$ cat src/pwsc_map.vh
// constants and register map of the sector-write task-file block
// Contract
// - opcodes 30h/31h both write; retry bit ignored
// - sector count zero means 256 sectors
// - sector data moves as 16-bit words
// - address registers hold LBA or CHS fields
// - count left shows sectors not written
// - address left at last sector transferred
// - uncorrectable error stops write at failing sector
// - busy within 400 ns of opcode write (write opcodes go straight to DRQ the next cycle; busy stays clear)
// - busy within 5 us after 256th word
// - data-out: busy clear, ready, interrupt within 30 s
// - data-in: busy clear, request, interrupt within 30 s
// - busy within 10 us after 256th read
// - busy within 400 ns of bus reset
// - busy within 400 ns of software reset
`ifndef PWSC_MAP_VH
`define PWSC_MAP_VH
// register byte offsets
`define PWSC_OFF_DATA 8'h00
`define PWSC_OFF_ERRFEAT 8'h04
`define PWSC_OFF_COUNT 8'h08
`define PWSC_OFF_SECNUM 8'h0C
`define PWSC_OFF_CYLLO 8'h10
`define PWSC_OFF_CYLHI 8'h14
`define PWSC_OFF_DEVHEAD 8'h18
`define PWSC_OFF_STATCMD 8'h1C
`define PWSC_OFF_DEVCTL 8'h20
`define PWSC_OFF_ALTSTAT 8'h24
// opcodes
`define PWSC_OP_WRITE 8'h30
`define PWSC_OP_READ 8'h20
`define PWSC_OP_RETRY_MASK 8'hFE
// status bits
`define PWSC_ST_BUSY 7
`define PWSC_ST_RDY 6
`define PWSC_ST_DF 5
`define PWSC_ST_DSC 4
`define PWSC_ST_DRQ 3
`define PWSC_ST_ERR 0
// error bits
`define PWSC_ER_IDN 4
`define PWSC_ER_ABT 2
// device/head and device control bits
`define PWSC_DH_LBA 6
`define PWSC_DC_SRST 2
`define PWSC_DC_NIEN 1
// reset values
`define PWSC_RST_COUNT 8'h01
`define PWSC_RST_SECNUM 8'h01
`define PWSC_RST_DEVHEAD 8'hA0
// transfer sizes and geometry
`define PWSC_WORD_LAST 8'hFF
`define PWSC_MAX_SECT 9'h100
`define PWSC_SPT 8'h3F
`define PWSC_HEADS 4'hF
`define PWSC_FIFO_DEPTH 16
`define PWSC_INIT_CYC 32'h00000010
// bus answers
`define PWSC_RESP_OKAY 2'h0
`define PWSC_RESP_DECERR 2'h3
// timing
`define PWSC_CLK_NS 8
`define PWSC_CLK_HZ 32'd125000000
`define PWSC_T_CMD_BSY_NS 400
`define PWSC_T_RST_BSY_NS 400
`define PWSC_T_DOUT_BSY_NS 5000
`define PWSC_T_DIN_BSY_NS 10000
`define PWSC_T_CMPL_S 30
`define PWSC_T_READY_S 31
`define PWSC_CMPL_CYC (`PWSC_T_CMPL_S * `PWSC_CLK_HZ)
`endif

$ cat src/pwsc_fifo.v
// word fifo between data register and media port
`timescale 1ns/100ps
module pwsc_fifo #(
  parameter WIDTH = 16,
  parameter DEPTH = 16,
  parameter AW = 4
) (
  // clock and reset
  input wire mclk,
  input wire rst_b,
  input wire flush,
  // fill side
  input wire [WIDTH-1:0] inData,
  input wire inValid,
  output wire inReady,
  // drain side
  output wire [WIDTH-1:0] outData,
  output wire outValid,
  input wire outReady
);
  reg [WIDTH-1:0] memReg [0:DEPTH-1];
  reg [AW-1:0] wrPtrReg;
  reg [AW-1:0] rdPtrReg;
  reg [AW:0] countReg;
  wire push;
  wire pop;

  assign inReady = (countReg != DEPTH[AW:0]);
  assign outValid = (countReg != {(AW+1){1'b0}});
  assign outData = memReg[rdPtrReg];
  assign push = inValid & inReady;
  assign pop = outValid & outReady;

  always @(posedge mclk)
  begin
    if (push)
      memReg[wrPtrReg] <= inData;
  end

  always @(posedge mclk or negedge rst_b)
  begin
    if (!rst_b)
    begin
      wrPtrReg <= {AW{1'b0}};
      rdPtrReg <= {AW{1'b0}};
      countReg <= {(AW+1){1'b0}};
    end
    else if (flush)
    begin
      wrPtrReg <= {AW{1'b0}};
      rdPtrReg <= {AW{1'b0}};
      countReg <= {(AW+1){1'b0}};
    end
    else
    begin
      if (push)
        wrPtrReg <= (wrPtrReg == DEPTH[AW-1:0] - 1'b1) ? {AW{1'b0}} : wrPtrReg + 1'b1;
      if (pop)
        rdPtrReg <= (rdPtrReg == DEPTH[AW-1:0] - 1'b1) ? {AW{1'b0}} : rdPtrReg + 1'b1;
      if (push && !pop)
        countReg <= countReg + 1'b1;
      else if (pop && !push)
        countReg <= countReg - 1'b1;
    end
  end
endmodule

$ cat src/pwsc_top.v
// task-file register block with pio sector write and read
`timescale 1ns/100ps
`include "pwsc_map.vh"
module pwsc_top #(
  parameter [31:0] TIMEOUT_CYC = `PWSC_CMPL_CYC,
  parameter [31:0] INIT_CYC = `PWSC_INIT_CYC,
  parameter FIFO_DEPTH = `PWSC_FIFO_DEPTH
) (
  // clock and reset
  input wire mclk,
  input wire rst_b,
  // axi4-lite slave
  input wire [7:0] s_axi_awaddr,
  input wire s_axi_awvalid,
  output reg s_axi_awready,
  input wire [31:0] s_axi_wdata,
  input wire [3:0] s_axi_wstrb,
  input wire s_axi_wvalid,
  output reg s_axi_wready,
  output reg [1:0] s_axi_bresp,
  output reg s_axi_bvalid,
  input wire s_axi_bready,
  input wire [7:0] s_axi_araddr,
  input wire s_axi_arvalid,
  output reg s_axi_arready,
  output reg [31:0] s_axi_rdata,
  output reg [1:0] s_axi_rresp,
  output reg s_axi_rvalid,
  input wire s_axi_rready,
  // bus pins
  input wire busReset_b,
  output reg intrqReg,
  // media side
  output wire [15:0] mediaWrData,
  output wire mediaWrValid,
  input wire mediaWrReady,
  input wire [15:0] mediaRdData,
  output reg mediaRdStrobeReg,
  output reg mediaStartReg,
  output reg mediaWriteReg,
  output reg [27:0] mediaAddrReg,
  output reg mediaLbaModeReg,
  input wire mediaDone,
  input wire mediaFail,
  input wire mediaIdnf
);
  localparam [5:0] ST_INIT = 6'h01;
  localparam [5:0] ST_IDLE = 6'h02;
  localparam [5:0] ST_WDRQ = 6'h04;
  localparam [5:0] ST_WBUSY = 6'h08;
  localparam [5:0] ST_RFETCH = 6'h10;
  localparam [5:0] ST_RDRQ = 6'h20;

  reg [5:0] stateReg;
  reg [7:0] featureReg;
  reg [7:0] countReg;
  reg [7:0] secNumReg;
  reg [7:0] cylLowReg;
  reg [7:0] cylHighReg;
  reg [7:0] devHeadReg;
  reg [7:0] errorReg;
  reg errFlagReg;
  reg readyFlagReg;
  reg srstReg;
  reg nienReg;
  reg [8:0] remainReg;
  reg [7:0] wordCntReg;
  reg [31:0] timerReg;
  reg irqPendReg;
  reg irqPend_next;
  reg resetSync1Reg;
  reg resetSync2Reg;
  reg resetSync3Reg;
  reg [31:0] rdValue;
  reg [27:0] advAddr;
  wire busyFlag;
  wire drqFlag;
  wire [7:0] statusByte;
  wire [27:0] curAddr;
  wire wrFire;
  wire rdFire;
  wire wrGo;
  wire rdGo;
  wire wrIsData;
  wire wrLow;
  wire fifoInReady;
  wire fifoPush;
  reg hardResetReg;
  wire statusRead;
  wire dataRead;
  wire timeUp;
  wire irqSet;

  // address decode, used only for the answer code
  function mappedAddr;
    input [7:0] a;
    begin
      mappedAddr = (a[1:0] == 2'h0) && (a <= `PWSC_OFF_ALTSTAT);
    end
  endfunction

  // next sector address in lba or chs form
  function [27:0] nextAddr;
    input lba;
    input [27:0] a;
    begin
      if (lba)
        nextAddr = a + 28'h0000001;
      else if (a[7:0] < `PWSC_SPT)
        nextAddr = {a[27:8], a[7:0] + 8'h01};
      else if (a[27:24] < `PWSC_HEADS)
        nextAddr = {a[27:24] + 4'h1, a[23:8], 8'h01};
      else
        nextAddr = {4'h0, a[23:8] + 16'h0001, 8'h01};
    end
  endfunction

  assign curAddr = {devHeadReg[3:0], cylHighReg, cylLowReg, secNumReg};
  assign busyFlag = stateReg[0] | stateReg[3] | stateReg[4];
  assign drqFlag = stateReg[2] | stateReg[5];
  assign statusByte = {busyFlag, readyFlagReg & ~busyFlag, 1'b0, readyFlagReg, drqFlag, 2'h0,
    errFlagReg};
  assign wrFire = s_axi_awready;
  assign rdFire = s_axi_arready;
  assign wrIsData = (s_axi_awaddr == `PWSC_OFF_DATA);
  assign wrLow = s_axi_wstrb[0];
  assign wrGo = s_axi_awvalid & s_axi_wvalid & ~s_axi_awready & ~s_axi_bvalid & (~wrIsData | fifoInReady);
  assign rdGo = s_axi_arvalid & ~s_axi_arready & ~s_axi_rvalid;
  assign fifoPush = wrFire & wrIsData & (s_axi_wstrb[1:0] == 2'h3) & stateReg[2];
  assign statusRead = rdFire & (s_axi_araddr == `PWSC_OFF_STATCMD);
  assign dataRead = rdFire & (s_axi_araddr == `PWSC_OFF_DATA) & stateReg[5];
  assign timeUp = (timerReg >= TIMEOUT_CYC - 32'h00000002);
  assign irqSet = (stateReg[3] & (mediaDone | mediaFail | timeUp)) | (stateReg[4] & (mediaDone | mediaFail
    | timeUp)) | (stateReg[5] & dataRead & (wordCntReg == `PWSC_WORD_LAST) & mediaFail);

  pwsc_fifo #(
    .WIDTH(16),
    .DEPTH(FIFO_DEPTH),
    .AW(4)
  ) u_pwsc_fifo (
    .mclk(mclk),
    .rst_b(rst_b),
    .flush(stateReg[0]),
    .inData(s_axi_wdata[15:0]),
    .inValid(fifoPush),
    .inReady(fifoInReady),
    .outData(mediaWrData),
    .outValid(mediaWrValid),
    .outReady(mediaWrReady)
  );

  // bus reset pin synchroniser
  always @(posedge mclk or negedge rst_b)
  begin
    if (!rst_b)
    begin
      resetSync1Reg <= 1'b0;
      resetSync2Reg <= 1'b0;
      resetSync3Reg <= 1'b0;
      hardResetReg <= 1'b0;
    end
    else
    begin
      resetSync1Reg <= ~busReset_b;
      resetSync2Reg <= resetSync1Reg;
      resetSync3Reg <= resetSync2Reg;
      if (resetSync2Reg == resetSync3Reg)
        hardResetReg <= resetSync3Reg;
    end
  end

  // axi handshake and answers
  always @(posedge mclk or negedge rst_b)
  begin
    if (!rst_b)
    begin
      s_axi_awready <= 1'b0;
      s_axi_wready <= 1'b0;
      s_axi_bvalid <= 1'b0;
      s_axi_bresp <= `PWSC_RESP_OKAY;
      s_axi_arready <= 1'b0;
      s_axi_rvalid <= 1'b0;
      s_axi_rresp <= `PWSC_RESP_OKAY;
      s_axi_rdata <= 32'h00000000;
    end
    else
    begin
      s_axi_awready <= wrGo;
      s_axi_wready <= wrGo;
      s_axi_arready <= rdGo;
      if (wrFire)
      begin
        s_axi_bvalid <= 1'b1;
        s_axi_bresp <= mappedAddr(s_axi_awaddr) ? `PWSC_RESP_OKAY : `PWSC_RESP_DECERR;
      end
      else if (s_axi_bready)
        s_axi_bvalid <= 1'b0;
      if (rdFire)
      begin
        s_axi_rvalid <= 1'b1;
        s_axi_rdata <= rdValue;
        s_axi_rresp <= mappedAddr(s_axi_araddr) ? `PWSC_RESP_OKAY : `PWSC_RESP_DECERR;
      end
      else if (s_axi_rready)
        s_axi_rvalid <= 1'b0;
    end
  end

  // read mux
  always @*
  begin
    rdValue = 32'h00000000;
    case (s_axi_araddr)
      `PWSC_OFF_DATA: rdValue = stateReg[5] ? {16'h0000, mediaRdData} : 32'h00000000;
      `PWSC_OFF_ERRFEAT: rdValue = {24'h000000, errorReg};
      `PWSC_OFF_COUNT: rdValue = {24'h000000, countReg};
      `PWSC_OFF_SECNUM: rdValue = {24'h000000, secNumReg};
      `PWSC_OFF_CYLLO: rdValue = {24'h000000, cylLowReg};
      `PWSC_OFF_CYLHI: rdValue = {24'h000000, cylHighReg};
      `PWSC_OFF_DEVHEAD: rdValue = {24'h000000, devHeadReg};
      `PWSC_OFF_STATCMD: rdValue = {24'h000000, statusByte};
      `PWSC_OFF_DEVCTL: rdValue = {29'h00000000, srstReg, nienReg, 1'b0};
      `PWSC_OFF_ALTSTAT: rdValue = {24'h000000, statusByte};
      default: rdValue = 32'h00000000;
    endcase
  end

  // interrupt: a new event wins over the status-read clear
  always @*
  begin
    irqPend_next = irqPendReg;
    if (statusRead)
      irqPend_next = 1'b0;
    if (irqSet)
      irqPend_next = 1'b1;
    if (stateReg[0])
      irqPend_next = 1'b0;
    advAddr = nextAddr(devHeadReg[`PWSC_DH_LBA], curAddr);
  end

  always @(posedge mclk or negedge rst_b)
  begin
    if (!rst_b)
    begin
      irqPendReg <= 1'b0;
      intrqReg <= 1'b0;
    end
    else
    begin
      irqPendReg <= irqPend_next;
      intrqReg <= irqPend_next & ~nienReg;
    end
  end

  // command engine and task-file registers
  always @(posedge mclk or negedge rst_b)
  begin
    if (!rst_b)
    begin
      stateReg <= ST_INIT;
      featureReg <= 8'h00;
      countReg <= `PWSC_RST_COUNT;
      secNumReg <= `PWSC_RST_SECNUM;
      cylLowReg <= 8'h00;
      cylHighReg <= 8'h00;
      devHeadReg <= `PWSC_RST_DEVHEAD;
      errorReg <= 8'h00;
      errFlagReg <= 1'b0;
      readyFlagReg <= 1'b0;
      srstReg <= 1'b0;
      nienReg <= 1'b0;
      remainReg <= 9'h000;
      wordCntReg <= 8'h00;
      timerReg <= 32'h00000000;
      mediaStartReg <= 1'b0;
      mediaWriteReg <= 1'b0;
      mediaRdStrobeReg <= 1'b0;
      mediaAddrReg <= 28'h0000000;
      mediaLbaModeReg <= 1'b0;
    end
    else
    begin
      mediaStartReg <= 1'b0;
      mediaRdStrobeReg <= dataRead;
      if (wrFire && wrLow && (s_axi_awaddr == `PWSC_OFF_DEVCTL))
      begin
        srstReg <= s_axi_wdata[`PWSC_DC_SRST];
        nienReg <= s_axi_wdata[`PWSC_DC_NIEN];
      end
      if (hardResetReg || srstReg)
      begin
        stateReg <= ST_INIT;
        timerReg <= 32'h00000000;
        readyFlagReg <= 1'b0;
        errFlagReg <= 1'b0;
        errorReg <= 8'h00;
        countReg <= `PWSC_RST_COUNT;
        secNumReg <= `PWSC_RST_SECNUM;
        cylLowReg <= 8'h00;
        cylHighReg <= 8'h00;
        devHeadReg <= `PWSC_RST_DEVHEAD;
      end
      else
      begin
        case (stateReg)
          ST_INIT:
          begin
            timerReg <= timerReg + 32'h00000001;
            if (timerReg >= INIT_CYC)
            begin
              stateReg <= ST_IDLE;
              readyFlagReg <= 1'b1;
              timerReg <= 32'h00000000;
            end
          end
          ST_IDLE:
          begin
            if (wrFire && wrLow)
            begin
              case (s_axi_awaddr)
                `PWSC_OFF_ERRFEAT: featureReg <= s_axi_wdata[7:0];
                `PWSC_OFF_COUNT: countReg <= s_axi_wdata[7:0];
                `PWSC_OFF_SECNUM: secNumReg <= s_axi_wdata[7:0];
                `PWSC_OFF_CYLLO: cylLowReg <= s_axi_wdata[7:0];
                `PWSC_OFF_CYLHI: cylHighReg <= s_axi_wdata[7:0];
                `PWSC_OFF_DEVHEAD: devHeadReg <= s_axi_wdata[7:0];
                `PWSC_OFF_STATCMD:
                begin
                  errorReg <= 8'h00;
                  errFlagReg <= 1'b0;
                  wordCntReg <= 8'h00;
                  timerReg <= 32'h00000000;
                  remainReg <= (countReg == 8'h00) ? `PWSC_MAX_SECT : {1'b0, countReg};
                  mediaAddrReg <= curAddr;
                  mediaLbaModeReg <= devHeadReg[`PWSC_DH_LBA];
                  if ((s_axi_wdata[7:0] & `PWSC_OP_RETRY_MASK) == `PWSC_OP_WRITE)
                  begin
                    stateReg <= ST_WDRQ;
                    mediaWriteReg <= 1'b1;
                    mediaStartReg <= 1'b1;
                  end
                  else if ((s_axi_wdata[7:0] & `PWSC_OP_RETRY_MASK) == `PWSC_OP_READ)
                  begin
                    stateReg <= ST_RFETCH;
                    mediaWriteReg <= 1'b0;
                    mediaStartReg <= 1'b1;
                  end
                  else
                  begin
                    errFlagReg <= 1'b1;
                    errorReg <= 8'h01 << `PWSC_ER_ABT;
                    stateReg <= ST_RFETCH;
                    timerReg <= TIMEOUT_CYC;
                  end
                end
                default: featureReg <= featureReg;
              endcase
            end
          end
          ST_WDRQ:
          begin
            if (mediaFail)
            begin
              stateReg <= ST_WBUSY;
              timerReg <= TIMEOUT_CYC;
            end
            else if (fifoPush)
            begin
              wordCntReg <= wordCntReg + 8'h01;
              if (wordCntReg == `PWSC_WORD_LAST)
              begin
                stateReg <= ST_WBUSY;
                timerReg <= 32'h00000000;
              end
            end
          end
          ST_WBUSY:
          begin
            timerReg <= timerReg + 32'h00000001;
            if (mediaFail || timeUp)
            begin
              stateReg <= ST_IDLE;
              errFlagReg <= 1'b1;
              errorReg <= 8'h01 << ((mediaFail && mediaIdnf) ? `PWSC_ER_IDN : `PWSC_ER_ABT);
              countReg <= remainReg[7:0];
            end
            else if (mediaDone)
            begin
              remainReg <= remainReg - 9'h001;
              countReg <= remainReg[7:0] - 8'h01;
              wordCntReg <= 8'h00;
              timerReg <= 32'h00000000;
              if (remainReg == 9'h001)
                stateReg <= ST_IDLE;
              else
              begin
                {devHeadReg[3:0], cylHighReg, cylLowReg, secNumReg} <= advAddr;
                mediaAddrReg <= advAddr;
                mediaStartReg <= 1'b1;
                stateReg <= ST_WDRQ;
              end
            end
          end
          ST_RFETCH:
          begin
            timerReg <= timerReg + 32'h00000001;
            if (mediaFail || timeUp)
            begin
              stateReg <= ST_IDLE;
              errFlagReg <= 1'b1;
              if (!errFlagReg)
                errorReg <= 8'h01 << ((mediaFail && mediaIdnf) ? `PWSC_ER_IDN : `PWSC_ER_ABT);
              countReg <= remainReg[7:0];
            end
            else if (mediaDone)
            begin
              stateReg <= ST_RDRQ;
              wordCntReg <= 8'h00;
            end
          end
          ST_RDRQ:
          begin
            if (dataRead)
            begin
              wordCntReg <= wordCntReg + 8'h01;
              if (wordCntReg == `PWSC_WORD_LAST)
              begin
                remainReg <= remainReg - 9'h001;
                countReg <= remainReg[7:0] - 8'h01;
                timerReg <= 32'h00000000;
                if (mediaFail || remainReg == 9'h001)
                  stateReg <= ST_IDLE;
                else
                begin
                  stateReg <= ST_RFETCH;
                  {devHeadReg[3:0], cylHighReg, cylLowReg, secNumReg} <= advAddr;
                  mediaAddrReg <= advAddr;
                  mediaStartReg <= 1'b1;
                end
              end
            end
          end
          default: stateReg <= ST_INIT;
        endcase
      end
    end
  end
endmodule

$ cat config.mk
export PLATFORM = sky130hd
export DESIGN_NAME = pwsc_top
export DESIGN_NICKNAME = d
export VERILOG_FILES = /design/src/pwsc_fifo.v /design/src/pwsc_top.v
export VERILOG_INCLUDE_DIRS = /design/src /design/src/src
export SDC_FILE = /design/constraint.sdc
export NUM_CORES = 1
export LEC_CHECK = 0
export BUFFER_PORTS_ARGS = -buffer_cell sky130_fd_sc_hd__buf_4
export CORE_MARGIN = 2
export CORE_UTILIZATION = 65
export CTS_CLUSTER_DIAMETER = 100
export CTS_CLUSTER_SIZE = 14
export DETAILED_ROUTE_END_ITERATION = 6
export GPL_TIMING_DRIVEN = 0
export MAX_ROUTING_LAYER = met4
export PLACE_DENSITY_LB_ADDON = 0.05
export SLEW_MARGIN = 15
export SYNTH_ARGS = -nofsm -noshare
export SYNTH_HDL_FRONTEND = slang
export SYNTH_SLANG_ARGS = --single-unit
$ cat constraint.sdc
create_clock -name mclk -period 9.5 [get_ports mclk]
set_clock_uncertainty 0.1 [all_clocks]
set_input_delay 0.475 -clock mclk [delete_from_list [all_inputs] [get_ports mclk]]
set_output_delay 0.475 -clock mclk [all_outputs]
set_load 0.02 [all_outputs]
Word-level counts from Yosys, hierarchy flattened
Memory sizes are Yosys's and may differ from the RTL's.
Index checks and enable logic that the tools add are counted.
Storage, ports and cells
  register bits: 198
  memory bits (writable): 256
  output and inout bits: 91
  word-level logic and storage cells: 377
  memories: 1
Memories
  u_pwsc_fifo.memReg: words 16, bits a word 16, read ports 1, clocked after Yosys merged registers in 0, write ports 1, RTL line pwsc_fifo.v:21  | reg [WIDTH-1:0] memReg [0:DEPTH-1];
Operators by class
  $add $sub $neg: 12
  order comparisons: 6
  equal/unequal tests: 65
  shifts and indexed selects: 1
  muxes and demuxes: 164
  bitwise gates (word level): 38
  reduce and logical (&&, ||, !) cells: 54
Operators by type and width (number)
  $mux W8: 51
  $mux W32: 12
  $mux W28: 11
  $pmux W32 S6: 1
  $pmux W16 S9: 1
  $pmux W8 S3: 4
  $pmux W28 S3: 1
  $mux W6: 13
  $eq A8 B5 Y1 const B: 8
  $pmux W8 S4: 2
  $mux W9: 7
  $reduce_and A9 Y1: 6
  $mux W4: 13
  $pmux W6 S6: 1
  $ne A3 B3 Y1 const B: 11
  $add A32 B1 Y32 const B: 1
  $eq A8 B4 Y1 const B: 4
  $ge A32 B32 Y1 const B: 1
  $ge A32 B5 Y1 const B: 1
  $mux W1: 31
  $add A28 B1 Y28 const B: 1
  $pmux W9 S3: 1
  $mux W5: 5
  $eq A8 B6 Y1 const B: 3
  59 further kinds: 150

Depth between registers and ports, before layout
Gate-level depths: netlist of the first run.
  depth after elaboration: 10
  mapped depth: 11
  mapped depth without buffers: 10

Cells and area by module
From an unflattened synthesis of the first run, not the netlist that was laid out.
Second synthesis, totals
  cell total of the unflattened synthesis: 1803
  area total of the unflattened synthesis: 20993.9 um^2
By module, submodules not included
  pwsc_fifo: instances 1, cells each 570, area each 10771.6 um^2
  pwsc_top: instances 1, cells each 1233, area each 10222.3 um^2

Worst setup path before layout of the first run
Ideal clock, no wire load.
  path kind: input to register
  start point: input s_axi_awaddr[1]
  end point: memory u_pwsc_fifo.memReg[3][0] (enable)
  arrival time: 3.217 ns
  setup slack: 5.774 ns
  stages on the path: 5
  path buffers: 0
  cells stage by stage: or4_4 -> or4_4 -> a21oi_2 -> nand2_1 -> nor3_1
Between the ends
  word-level cells in the longest chain between the ends: 7
RTL lines
  from (decl): RTL line pwsc_top.v:13  | input wire [7:0] s_axi_awaddr,
  $logic_not A8 Y1 (no source line)
  $and A1 B1 Y1 (3 in a row): RTL line pwsc_top.v:129  | assign fifoPush = wrFire & wrIsData & (s_axi_wstrb[1:0] == 2'h3) & stateReg[2];
  $and A1 B1 Y1: RTL line pwsc_fifo.v:31  | assign push = inValid & inReady;
  $mux W1: RTL line pwsc_fifo.v:36  | if (push)
  $mux W1 (not written as such): RTL line pwsc_fifo.v:37  | memReg[wrPtrReg] <= inData;
  to (decl): RTL line pwsc_fifo.v:21
Every way passes these cells.

Worst setup path after layout of the first run
  start point: register u_pwsc_fifo.rdPtrReg[0]
  end point: output mediaWrData[12]
Between the ends
  word-level cells in the longest chain between the ends: 1
RTL lines
  from (decl): RTL line pwsc_fifo.v:23  | reg [AW-1:0] rdPtrReg;
  from (signal assigned): RTL line pwsc_fifo.v:45  | rdPtrReg <= {AW{1'b0}};
  from (signal assigned): RTL line pwsc_fifo.v:51  | rdPtrReg <= {AW{1'b0}};
  from (signal assigned): RTL line pwsc_fifo.v:59  | rdPtrReg <= (rdPtrReg == DEPTH[AW-1:0] - 1'b1) ? {AW{1'b0}} : rdPtrReg + 1'b1;
  $mem_v2 Z16 W16
  to (decl): RTL line pwsc_top.v:34  | output wire [15:0] mediaWrData,
Every way passes these cells.

==> flow_results.xml, run 1 <==
<?xml version="1.0" encoding="UTF-8"?>
<metrics>
  <group name="run_status">
    <metric name="outcome" unit="">completed</metric>
  </group>
  <group name="timing">
    <metric name="setup_violations" unit="">0</metric>
    <metric name="maximum_clock_frequency" unit="MHz">200</metric>
    <metric name="post-route-min-period" unit="ns">5.00</metric>
    <metric name="grt_setup_unrepaired" unit="">no</metric>
    <metric name="final_min_period_over_clock_period" unit="%">52.6</metric>
    <metric name="hold_viol_final" unit="">0</metric>
    <metric name="worst-slew-pin-transition" unit="ns">1.25</metric>
    <metric name="whs" unit="ns">0.0639</metric>
    <metric name="final_max_slew_viol_count" unit="">0</metric>
    <metric name="setup_tns" unit="ns">0</metric>
    <metric name="slew_headroom" unit="%">16.2</metric>
  </group>
  <group name="synth">
    <metric name="netlist-cell-type-count" unit="">89</metric>
    <metric name="async_flop_share" unit="%">40.5</metric>
    <metric name="yosys_warnings" unit="">0</metric>
    <metric name="synth.avg_cell_area" unit="um2">11.5</metric>
    <metric name="sequential_fraction_of_the_synthesis_area" unit="%">56.2</metric>
    <metric name="flip_flop_and_latch_count_after_synthesis" unit="">430</metric>
    <metric name="synth_flop_cell" unit="">edfxtp_1</metric>
    <metric name="synthesis.area" unit="um2">21400</metric>
    <metric name="syn-instance-count" unit="">1868</metric>
    <metric name="synth_edf_count" unit="">256</metric>
  </group>
  <group name="critical_path">
    <metric name="reg2reg_setup_slack" unit="ns">5.20</metric>
    <metric name="start_kind" unit="">register</metric>
    <metric name="worst-setup-path-type" unit="">reg -&gt; out</metric>
    <metric name="crit_path_start" unit="">u_pwsc_fifo.rdPtrReg[0]$_DFFE_PN0P_</metric>
    <metric name="timing.rr.start" unit="">stateReg[4]$_DFFE_PN0P_</metric>
    <metric name="crit_path_end" unit="">mediaWrData[12]</metric>
    <metric name="timing.critical_path.to_type" unit="">output port</metric>
    <metric name="reg2regPathDepth" unit="">10</metric>
    <metric name="worst_r2r_endpoint" unit="">cylLowReg[7]$_DFFE_PN0P_</metric>
    <metric name="worstPathMaxFanout" unit="">10</metric>
    <metric name="cp_data_arrival_time" unit="ns">4.43</metric>
    <metric name="critical_path_required" unit="ns">8.93</metric>
  </group>
  <group name="route">
    <metric name="drt_pre_antenna_iters" unit="">6</metric>
    <metric name="drt_iter0_drc" unit="">2492</metric>
    <metric name="drt-total-wl" unit="mm">70.0</metric>
    <metric name="vias" unit="">17900</metric>
    <metric name="drc_errors" unit="">0</metric>
    <metric name="post_drt_wl_per_cell" unit="um">27.6</metric>
    <metric name="ant_nets" unit="">0</metric>
    <metric name="post_drt_via_cell_ratio" unit="">7.04</metric>
  </group>
  <group name="finish">
    <metric name="layout.cells.most_common" unit="">edfxtp_1</metric>
    <metric name="regArea" unit="um2">12000</metric>
    <metric name="multi_input_comb_area" unit="um2">8610</metric>
    <metric name="num-nets-final" unit="">2167</metric>
    <metric name="filler_cell_count" unit="">2195</metric>
    <metric name="area_growth" unit="%">13.6</metric>
    <metric name="most-common-layout-cells" unit="">edfxtp_1 (256), dfrtp_1 (169), buf_4 (157)</metric>
    <metric name="number_of_cells_in_the_finished_layout_apart_from_fillers" unit="">2538</metric>
    <metric name="final_core_util" unit="%">74.9</metric>
    <metric name="final_layout_size_suffix_gt1_share" unit="%">16.4</metric>
  </group>
  <group name="global_route">
    <metric name="grt_pass1_wl" unit="mm">106</metric>
    <metric name="grt_remaining_overflow" unit="">0</metric>
    <metric name="tot_gr_track_use" unit="%">42.5</metric>
    <metric name="grt_antenna_before_repair" unit="">1</metric>
    <metric name="grt_start_max_net_pins" unit="">104</metric>
    <metric name="grt_pass1_vias" unit="">17500</metric>
  </group>
  <group name="power_and_ir_drop">
    <metric name="pwr_density_cell" unit="nW/um2">164</metric>
    <metric name="leakagePower" unit="uW">0.00891</metric>
    <metric name="finalPower" unit="uW">3990</metric>
    <metric name="worst_ir_drop_vdd" unit="V">0.000130</metric>
  </group>
  <group name="cts">
    <metric name="cts_root_buf" unit="">clkbuf_16</metric>
    <metric name="bufs_on_longest_clock_path" unit="">3</metric>
    <metric name="h-tree-depth" unit="">2</metric>
    <metric name="cts_resized" unit="">0</metric>
    <metric name="tritoncts.num_buffers" unit="">36</metric>
    <metric name="clock_sinks" unit="">430</metric>
    <metric name="clk_pin_slew_worst_paths" unit="ns">0.07</metric>
    <metric name="insertion_delay" unit="ns">0.53</metric>
    <metric name="postCtsSetupRepairBufs" unit="">0</metric>
    <metric name="cts_tree" unit="">yes</metric>
  </group>
  <group name="min_path">
    <metric name="class_of_the_most_critical_hold_timing_path" unit="">in -&gt; reg</metric>
  </group>
  <group name="placement">
    <metric name="port_buffers" unit="">134</metric>
    <metric name="detailed_place_hpwl" unit="mm">47.0</metric>
    <metric name="numPlacedInstances" unit="">2472</metric>
    <metric name="place.gp.congestion" unit="">1.06</metric>
  </group>
  <group name="die">
    <metric name="floorplan.rows" unit="">66</metric>
    <metric name="chipWidth" unit="um">186</metric>
    <metric name="die_area" unit="um2">34500</metric>
    <metric name="core" unit="um2">32500</metric>
    <metric name="floorplan.initialDensity" unit="%">65.9</metric>
    <metric name="die_y" unit="um">186</metric>
    <metric name="design.portCount" unit="">171</metric>
  </group>
  <group name="job">
    <metric name="max_capacitance_violation_count" unit="">0</metric>
  </group>
</metrics>
==> per-stage QoR <==
stage,setup WS (ns),cell area [um2]
global route,4.25,24400
finish,4.50,24400
global placement,4.53,23100
floorplan,5.77,21500
CTS,4.86,24300
detailed placement,5.38,23300
==> per-layer routing <==
metal | GRT usage, % | wire (um)
met4 | 23.1 | 4310
met5 | - | 0
met1 | 52.3 | 24900
met3 | 9.88 | 7930
met2 | 65.7 | 32900
==> worst min path at each step <==
stage	endpoint	from	slack, ns	depth (start not counted)
2_1_floorplan	countReg[1]$_DFFE_PN0P_	rst_b	0.08	0
3_3_place_gp	resetSync2Reg$_DFF_PN0_	resetSync1Reg$_DFF_PN0_	0.26	0
3_5_place_dp	resetSync2Reg$_DFF_PN0_	resetSync1Reg$_DFF_PN0_	0.26	0
4_1_cts	s_axi_rdata[14]$_DFFE_PN0P_	mediaRdData[14]	0.06	3
5_1_grt	s_axi_rdata[9]$_DFFE_PN0P_	mediaRdData[9]	0.07	3
6_report	s_axi_rdata[14]$_DFFE_PN0P_	mediaRdData[14]	0.06	3
==> sequential cells by signal, summed over array words and instances, names as in the netlist, 2 cells and up <==
register / count
countReg: 8
secNumReg: 8
u_pwsc_fifo.countReg: 5
u_pwsc_fifo.wrPtrReg: 4
s_axi_rdata: 16
cylHighReg: 8
timerReg: 32
cylLowReg: 8
errorReg: 2
wordCntReg: 8
remainReg: 9
devHeadReg: 8
mediaAddrReg: 28
stateReg: 6
u_pwsc_fifo.memReg: 256
u_pwsc_fifo.rdPtrReg: 4
==> cell families after synthesis <==
| family | Yosys count | share of synthesized area [%] |
|---|---|---|
| muxes | 146 | 8.96 |
| other | 1 | 0.0175 |
| AOI/OAI and AO/OA | 478 | 15.1 |
| adders and majority gates | 18 | 1.07 |
| DFF | 430 | 56.2 |
| and+or+nand+nor | 558 | 13.4 |
| buffers and inverters | 212 | 4.22 |
| xor gates and xnor gates | 25 | 1.02 |
==> synthesized netlist by cell type, types with 8 or more instances <==
master / instances / area, um2
and3_1: 28 / 175
nand4_1: 31 / 194
a311oi_1: 12 / 105
mux2_2: 45 / 507
nand2b_1: 10 / 62.6
buf_4: 20 / 150
mux4_2: 32 / 721
a22oi_1: 30 / 225
a21oi_1: 72 / 360
nor2b_1: 9 / 56.3
xnor2_1: 16 / 140
nor4_1: 29 / 181
o31ai_1: 21 / 158
buf_1: 12 / 45.0
inv_1: 68 / 255
nor2_1: 100 / 375
edfxtp_1: 256 / 7690
a21o_1: 11 / 82.6
ha_1: 16 / 200
nand3_1: 74 / 370
mux2i_1: 67 / 671
clkbuf_1: 103 / 387
a211oi_1: 20 / 150
a31oi_1: 43 / 269
nand3b_1: 8 / 60.1
a32o_1: 11 / 110
and2_1: 16 / 100
a221oi_1: 21 / 184
nand2_1: 146 / 548
o211ai_1: 28 / 210
or2_2: 8 / 50.1
xor2_1: 9 / 78.8
dfrtp_1: 169 / 4230
o32ai_1: 9 / 78.8
o21ai_0: 114 / 571
or3_1: 15 / 93.8
o22ai_1: 15 / 93.8
nor3_1: 40 / 200
==> critical path, stage by stage, from the launching register on <==
cell      delay, ns
dfrtp_1        0.37
clkbuf_1       0.51
clkbuf_1       0.69
buf_1          0.67
mux2i_1        0.16
a221oi_1       0.96
o21ai_0        0.25
nand2_1        0.14
buf_4          0.14
==> area by class of cell <==
class | instances | share of cell area (%)
flip-flops and latches | 430 | 49.5
clock buffers | 60 | 4.07
well taps | 442 | 2.27
multi-input cells | 1241 | 35.4
plain buffers | 143 | 2.66
repair buffers | 149 | 4.88
diodes | 1 | 0.0103
inverters | 69 | 1.06
clock inverters | 3 | 0.226
==> power by group <==
part / switching (uW) / internal, uW / leakage (uW)
clock: 671 / 742 / 0.000498
combinational: 326 / 154 / 0.00376
sequential: 63.0 / 2030 / 0.00465
==> repair_timing <==
| item | in CTS | in global routing |
|---|---|---|
| endpoints found under the hold margin | 70 | 0 |
| endpoints found under the setup margin | 0 | 0 |
| hold buffers | 2 | 0 |
Note: power is estimated with default switching activity, not from simulation.
==> run 2: changes to the inputs <==
CORE_UTILIZATION = 55   (was 65)
clock period = 4.2 ns   (was 9.5 ns; I/O delays follow)
==> flow_results.xml, run 2 (same netlist as run 1, synthesis figures left out) <==
<?xml version="1.0" encoding="UTF-8"?>
<metrics>
  <group name="route">
    <metric name="post_drt_wl_per_cell" unit="um">25.5</metric>
    <metric name="drt_pre_antenna_iters" unit="">7</metric>
    <metric name="drt-total-wl" unit="mm">67.8</metric>
    <metric name="vias" unit="">17300</metric>
    <metric name="drt_iter0_drc" unit="">1905</metric>
    <metric name="drc_errors" unit="">1</metric>
    <metric name="ant_nets" unit="">0</metric>
    <metric name="post_drt_via_cell_ratio" unit="">6.49</metric>
  </group>
  <group name="min_path">
    <metric name="min_path_cells" unit="">3</metric>
    <metric name="hold_path_startpoint" unit="">s_axi_awaddr[7]</metric>
    <metric name="hold_path_sink" unit="">nienReg$_DFFE_PN0P_</metric>
    <metric name="class_of_the_most_critical_hold_timing_path" unit="">in -&gt; reg</metric>
  </group>
  <group name="placement">
    <metric name="detailed_place_hpwl" unit="mm">47.6</metric>
    <metric name="port_buffers" unit="">134</metric>
    <metric name="placement.cell_area" unit="um2">23500</metric>
    <metric name="place.gp.congestion" unit="">1.01</metric>
  </group>
  <group name="run_status">
    <metric name="outcome" unit="">complete, but fails checks</metric>
    <metric name="failed_checks" unit="">DRC</metric>
  </group>
  <group name="timing">
    <metric name="setup_violations" unit="">0</metric>
    <metric name="post-route-min-period" unit="ns">4.11</metric>
    <metric name="final_max_slew_viol_count" unit="">0</metric>
    <metric name="worst-slew-pin-transition" unit="ns">1.29</metric>
    <metric name="grt_setup_unrepaired" unit="">yes</metric>
    <metric name="slew_headroom" unit="%">13.4</metric>
    <metric name="hold_viol_final" unit="">0</metric>
    <metric name="final_min_period_over_clock_period" unit="%">97.9</metric>
    <metric name="maximum_clock_frequency" unit="MHz">243</metric>
  </group>
  <group name="global_route">
    <metric name="grt_antenna_before_repair" unit="">1</metric>
    <metric name="grt_pass1_vias" unit="">17000</metric>
    <metric name="grt_remaining_overflow" unit="">0</metric>
    <metric name="grt_pass1_wl" unit="mm">103</metric>
    <metric name="grt_start_max_net_pins" unit="">99</metric>
    <metric name="tot_gr_track_use" unit="%">34.5</metric>
  </group>
  <group name="finish">
    <metric name="regArea" unit="um2">12000</metric>
    <metric name="largest_registers" unit="">u_pwsc_fifo.memReg: 256 flops, timerReg: 32 flops, mediaAddrReg: 28 flops</metric>
    <metric name="finish.instance_area" unit="um2">24900</metric>
    <metric name="area_growth" unit="%">16.3</metric>
    <metric name="num-nets-final" unit="">2213</metric>
    <metric name="multi_input_comb_area" unit="um2">8630</metric>
    <metric name="top_register" unit="">u_pwsc_fifo.memReg</metric>
    <metric name="final_core_util" unit="%">64.7</metric>
    <metric name="most-common-layout-cells" unit="">edfxtp_1 (256), dfrtp_1 (169), buf_4 (157)</metric>
    <metric name="filler_cell_count" unit="">3026</metric>
    <metric name="layout.cells.most_common" unit="">edfxtp_1</metric>
    <metric name="final_layout_size_suffix_gt1_share" unit="%">16.7</metric>
    <metric name="largest_register_ff_count" unit="">256</metric>
  </group>
  <group name="cts">
    <metric name="clock_sinks" unit="">430</metric>
    <metric name="cts_root_buf" unit="">clkbuf_16</metric>
    <metric name="clk_pin_slew_worst_paths" unit="ns">0.07</metric>
    <metric name="bufs_on_longest_clock_path" unit="">3</metric>
    <metric name="h-tree-depth" unit="">2</metric>
    <metric name="cts_tree" unit="">yes</metric>
    <metric name="tritoncts.num_buffers" unit="">36</metric>
    <metric name="insertion_delay" unit="ns">0.58</metric>
  </group>
  <group name="critical_path">
    <metric name="slowest_stage" unit="">clkbuf_1</metric>
    <metric name="timing.rr.start" unit="">timerReg[19]$_DFFE_PN0P_</metric>
    <metric name="timing.critical_path.buf_inv" unit="">4</metric>
    <metric name="worstPathMaxFanout" unit="">10</metric>
    <metric name="timing.critical_path.to_type" unit="">register</metric>
    <metric name="worst_path_dominant_cell_family" unit="">buffers and inverters</metric>
    <metric name="cp_cell_sequence" unit="">clkbuf_1 &gt; or4_1 &gt; a21oi_1 &gt; o31a_1 &gt; and2_1 &gt; clkbuf_1 &gt; a21o_1 &gt; clkbuf_1 &gt; clkbuf_1 &gt; nand3_1 &gt; a21oi_1</metric>
    <metric name="worst-setup-path-type" unit="">reg -&gt; reg</metric>
    <metric name="reg2reg_setup_slack" unit="ns">0.09</metric>
    <metric name="reg2regPathDepth" unit="">11</metric>
    <metric name="cp_peak_stage_delay" unit="ns">0.66</metric>
    <metric name="crit_path_frequent_cell" unit="">clkbuf_1</metric>
    <metric name="worst_r2r_endpoint" unit="">cylHighReg[6]$_DFFE_PN0P_</metric>
    <metric name="critical_path_required" unit="ns">4.58</metric>
    <metric name="start_kind" unit="">register</metric>
    <metric name="cp_data_arrival_time" unit="ns">4.49</metric>
  </group>
  <group name="power_and_ir_drop">
    <metric name="pwr_density_cell" unit="nW/um2">364</metric>
    <metric name="leakagePower" unit="uW">0.00913</metric>
    <metric name="worst_ir_drop_vdd" unit="V">0.000407</metric>
  </group>
  <group name="job">
    <metric name="max_capacitance_violation_count" unit="">0</metric>
  </group>
  <group name="die">
    <metric name="floorplan.rows" unit="">72</metric>
    <metric name="chipWidth" unit="um">201</metric>
    <metric name="die_y" unit="um">201</metric>
    <metric name="core" unit="um2">38600</metric>
    <metric name="die_area" unit="um2">40600</metric>
    <metric name="floorplan.initialDensity" unit="%">55.6</metric>
    <metric name="design.portCount" unit="">171</metric>
  </group>
</metrics>
## run 2: cell types whose count changed in the layout (fill, tap and decap cells not counted), moves of 2 or more
cell           previous run  this run
clkbuf_1                127       121
dlygate4sd3_1             2        42
buf_8                     3         1
buf_6                    10        19
buf_1                    11         8
clkbuf_2                  1         6
## run 2: through the flow
step / setup TNS [ns] / std cells / setup WS (ns) / hold slack, ns / power (uW)
2_1_floorplan: 0 / 1883 / 0.732 / -0.186 / 5400
3_3_place_gp: -42.32 / 2535 / -0.662 / 0.249 / 5850
3_5_place_dp: -0.0719 / 2555 / -0.0236 / 0.132 / 5860
4_1_cts: 0 / 2658 / 0.00293 / 0.00123 / 9060
5_1_grt: -0.000143 / 2658 / -0.000143 / 0.0108 / 9330
6_report: 0 / 2659 / 0.0901 / 0.00927 / 9070
## run 2: metal layers
layer / share of wire (%) / track usage (%)
met1: 40 / 44.7
met2: 48 / 55.6
met3: 7.4 / 4.41
met4: 4.3 / 14.0
met5: 0 / -
## run 2: timing repair
item | in CTS | in global routing
buffers inserted | 0 | 0
hold buffers | 42 | 0
endpoints found under the setup margin | 13 | 16
endpoints found under the hold margin | 323 | 0
gates resized for setup | 4 | 8
## run 2: area by class of cell
class / instances / area share [%]
Buffer: 142 / 2.64
Clock buffer: 58 / 3.94
Clock inverter: 3 / 0.221
Antenna cell: 2 / 0.0201
Sequential cell: 430 / 48.3
Tap cell: 518 / 2.60
Timing Repair Buffer: 196 / 6.66
Inverter: 69 / 1.04
Multi-Input combinational cell: 1241 / 34.6
## run 2: worst register-to-register path: stages (launching register included)
cell and delay, ns:
dfrtp_1 0.36, clkbuf_1 0.21, or4_1 0.50, a21oi_1 0.20
o31a_1 0.40, and2_1 0.19, clkbuf_1 0.25, a21o_1 0.17
clkbuf_1 0.61, clkbuf_1 0.66, nand3_1 0.17, a21oi_1 0.20
## run 2: how the worst max path moves through the flow
| stage | start | end | slack, ns | cells after the start |
|---|---|---|---|---|
| after global placement | s_axi_awaddr[1] | u_pwsc_fifo.memReg[1][10]$_DFFE_PP_ | -0.66 | 6 |
| after CTS | stateReg[4]$_DFFE_PN0P_ | cylLowReg[7]$_DFFE_PN0P_ | 0.003 | 10 |
| after floorplan | s_axi_wready$_DFF_PN0_ | u_pwsc_fifo.memReg[3][0]$_DFFE_PP_ | 0.73 | 5 |
| after detailed placement | timerReg[19]$_DFFE_PN0P_ | remainReg[1]$_DFFE_PN0P_ | -0.02 | 9 |
| after global routing | timerReg[19]$_DFFE_PN0P_ | mediaAddrReg[14]$_DFFE_PN0P_ | -0.0001 | 10 |
| final | timerReg[19]$_DFFE_PN0P_ | cylHighReg[6]$_DFFE_PN0P_ | 0.09 | 11 |
## run 2: report_power, final
part	internal, uW	switching [uW]	total (uW)	leakage (uW)
clock network	1670	1540	3210	0.000495
registers	4590	137	4730	0.00465
logic	376	750	1130	0.00398
total	6640	2430	9070	0.00913
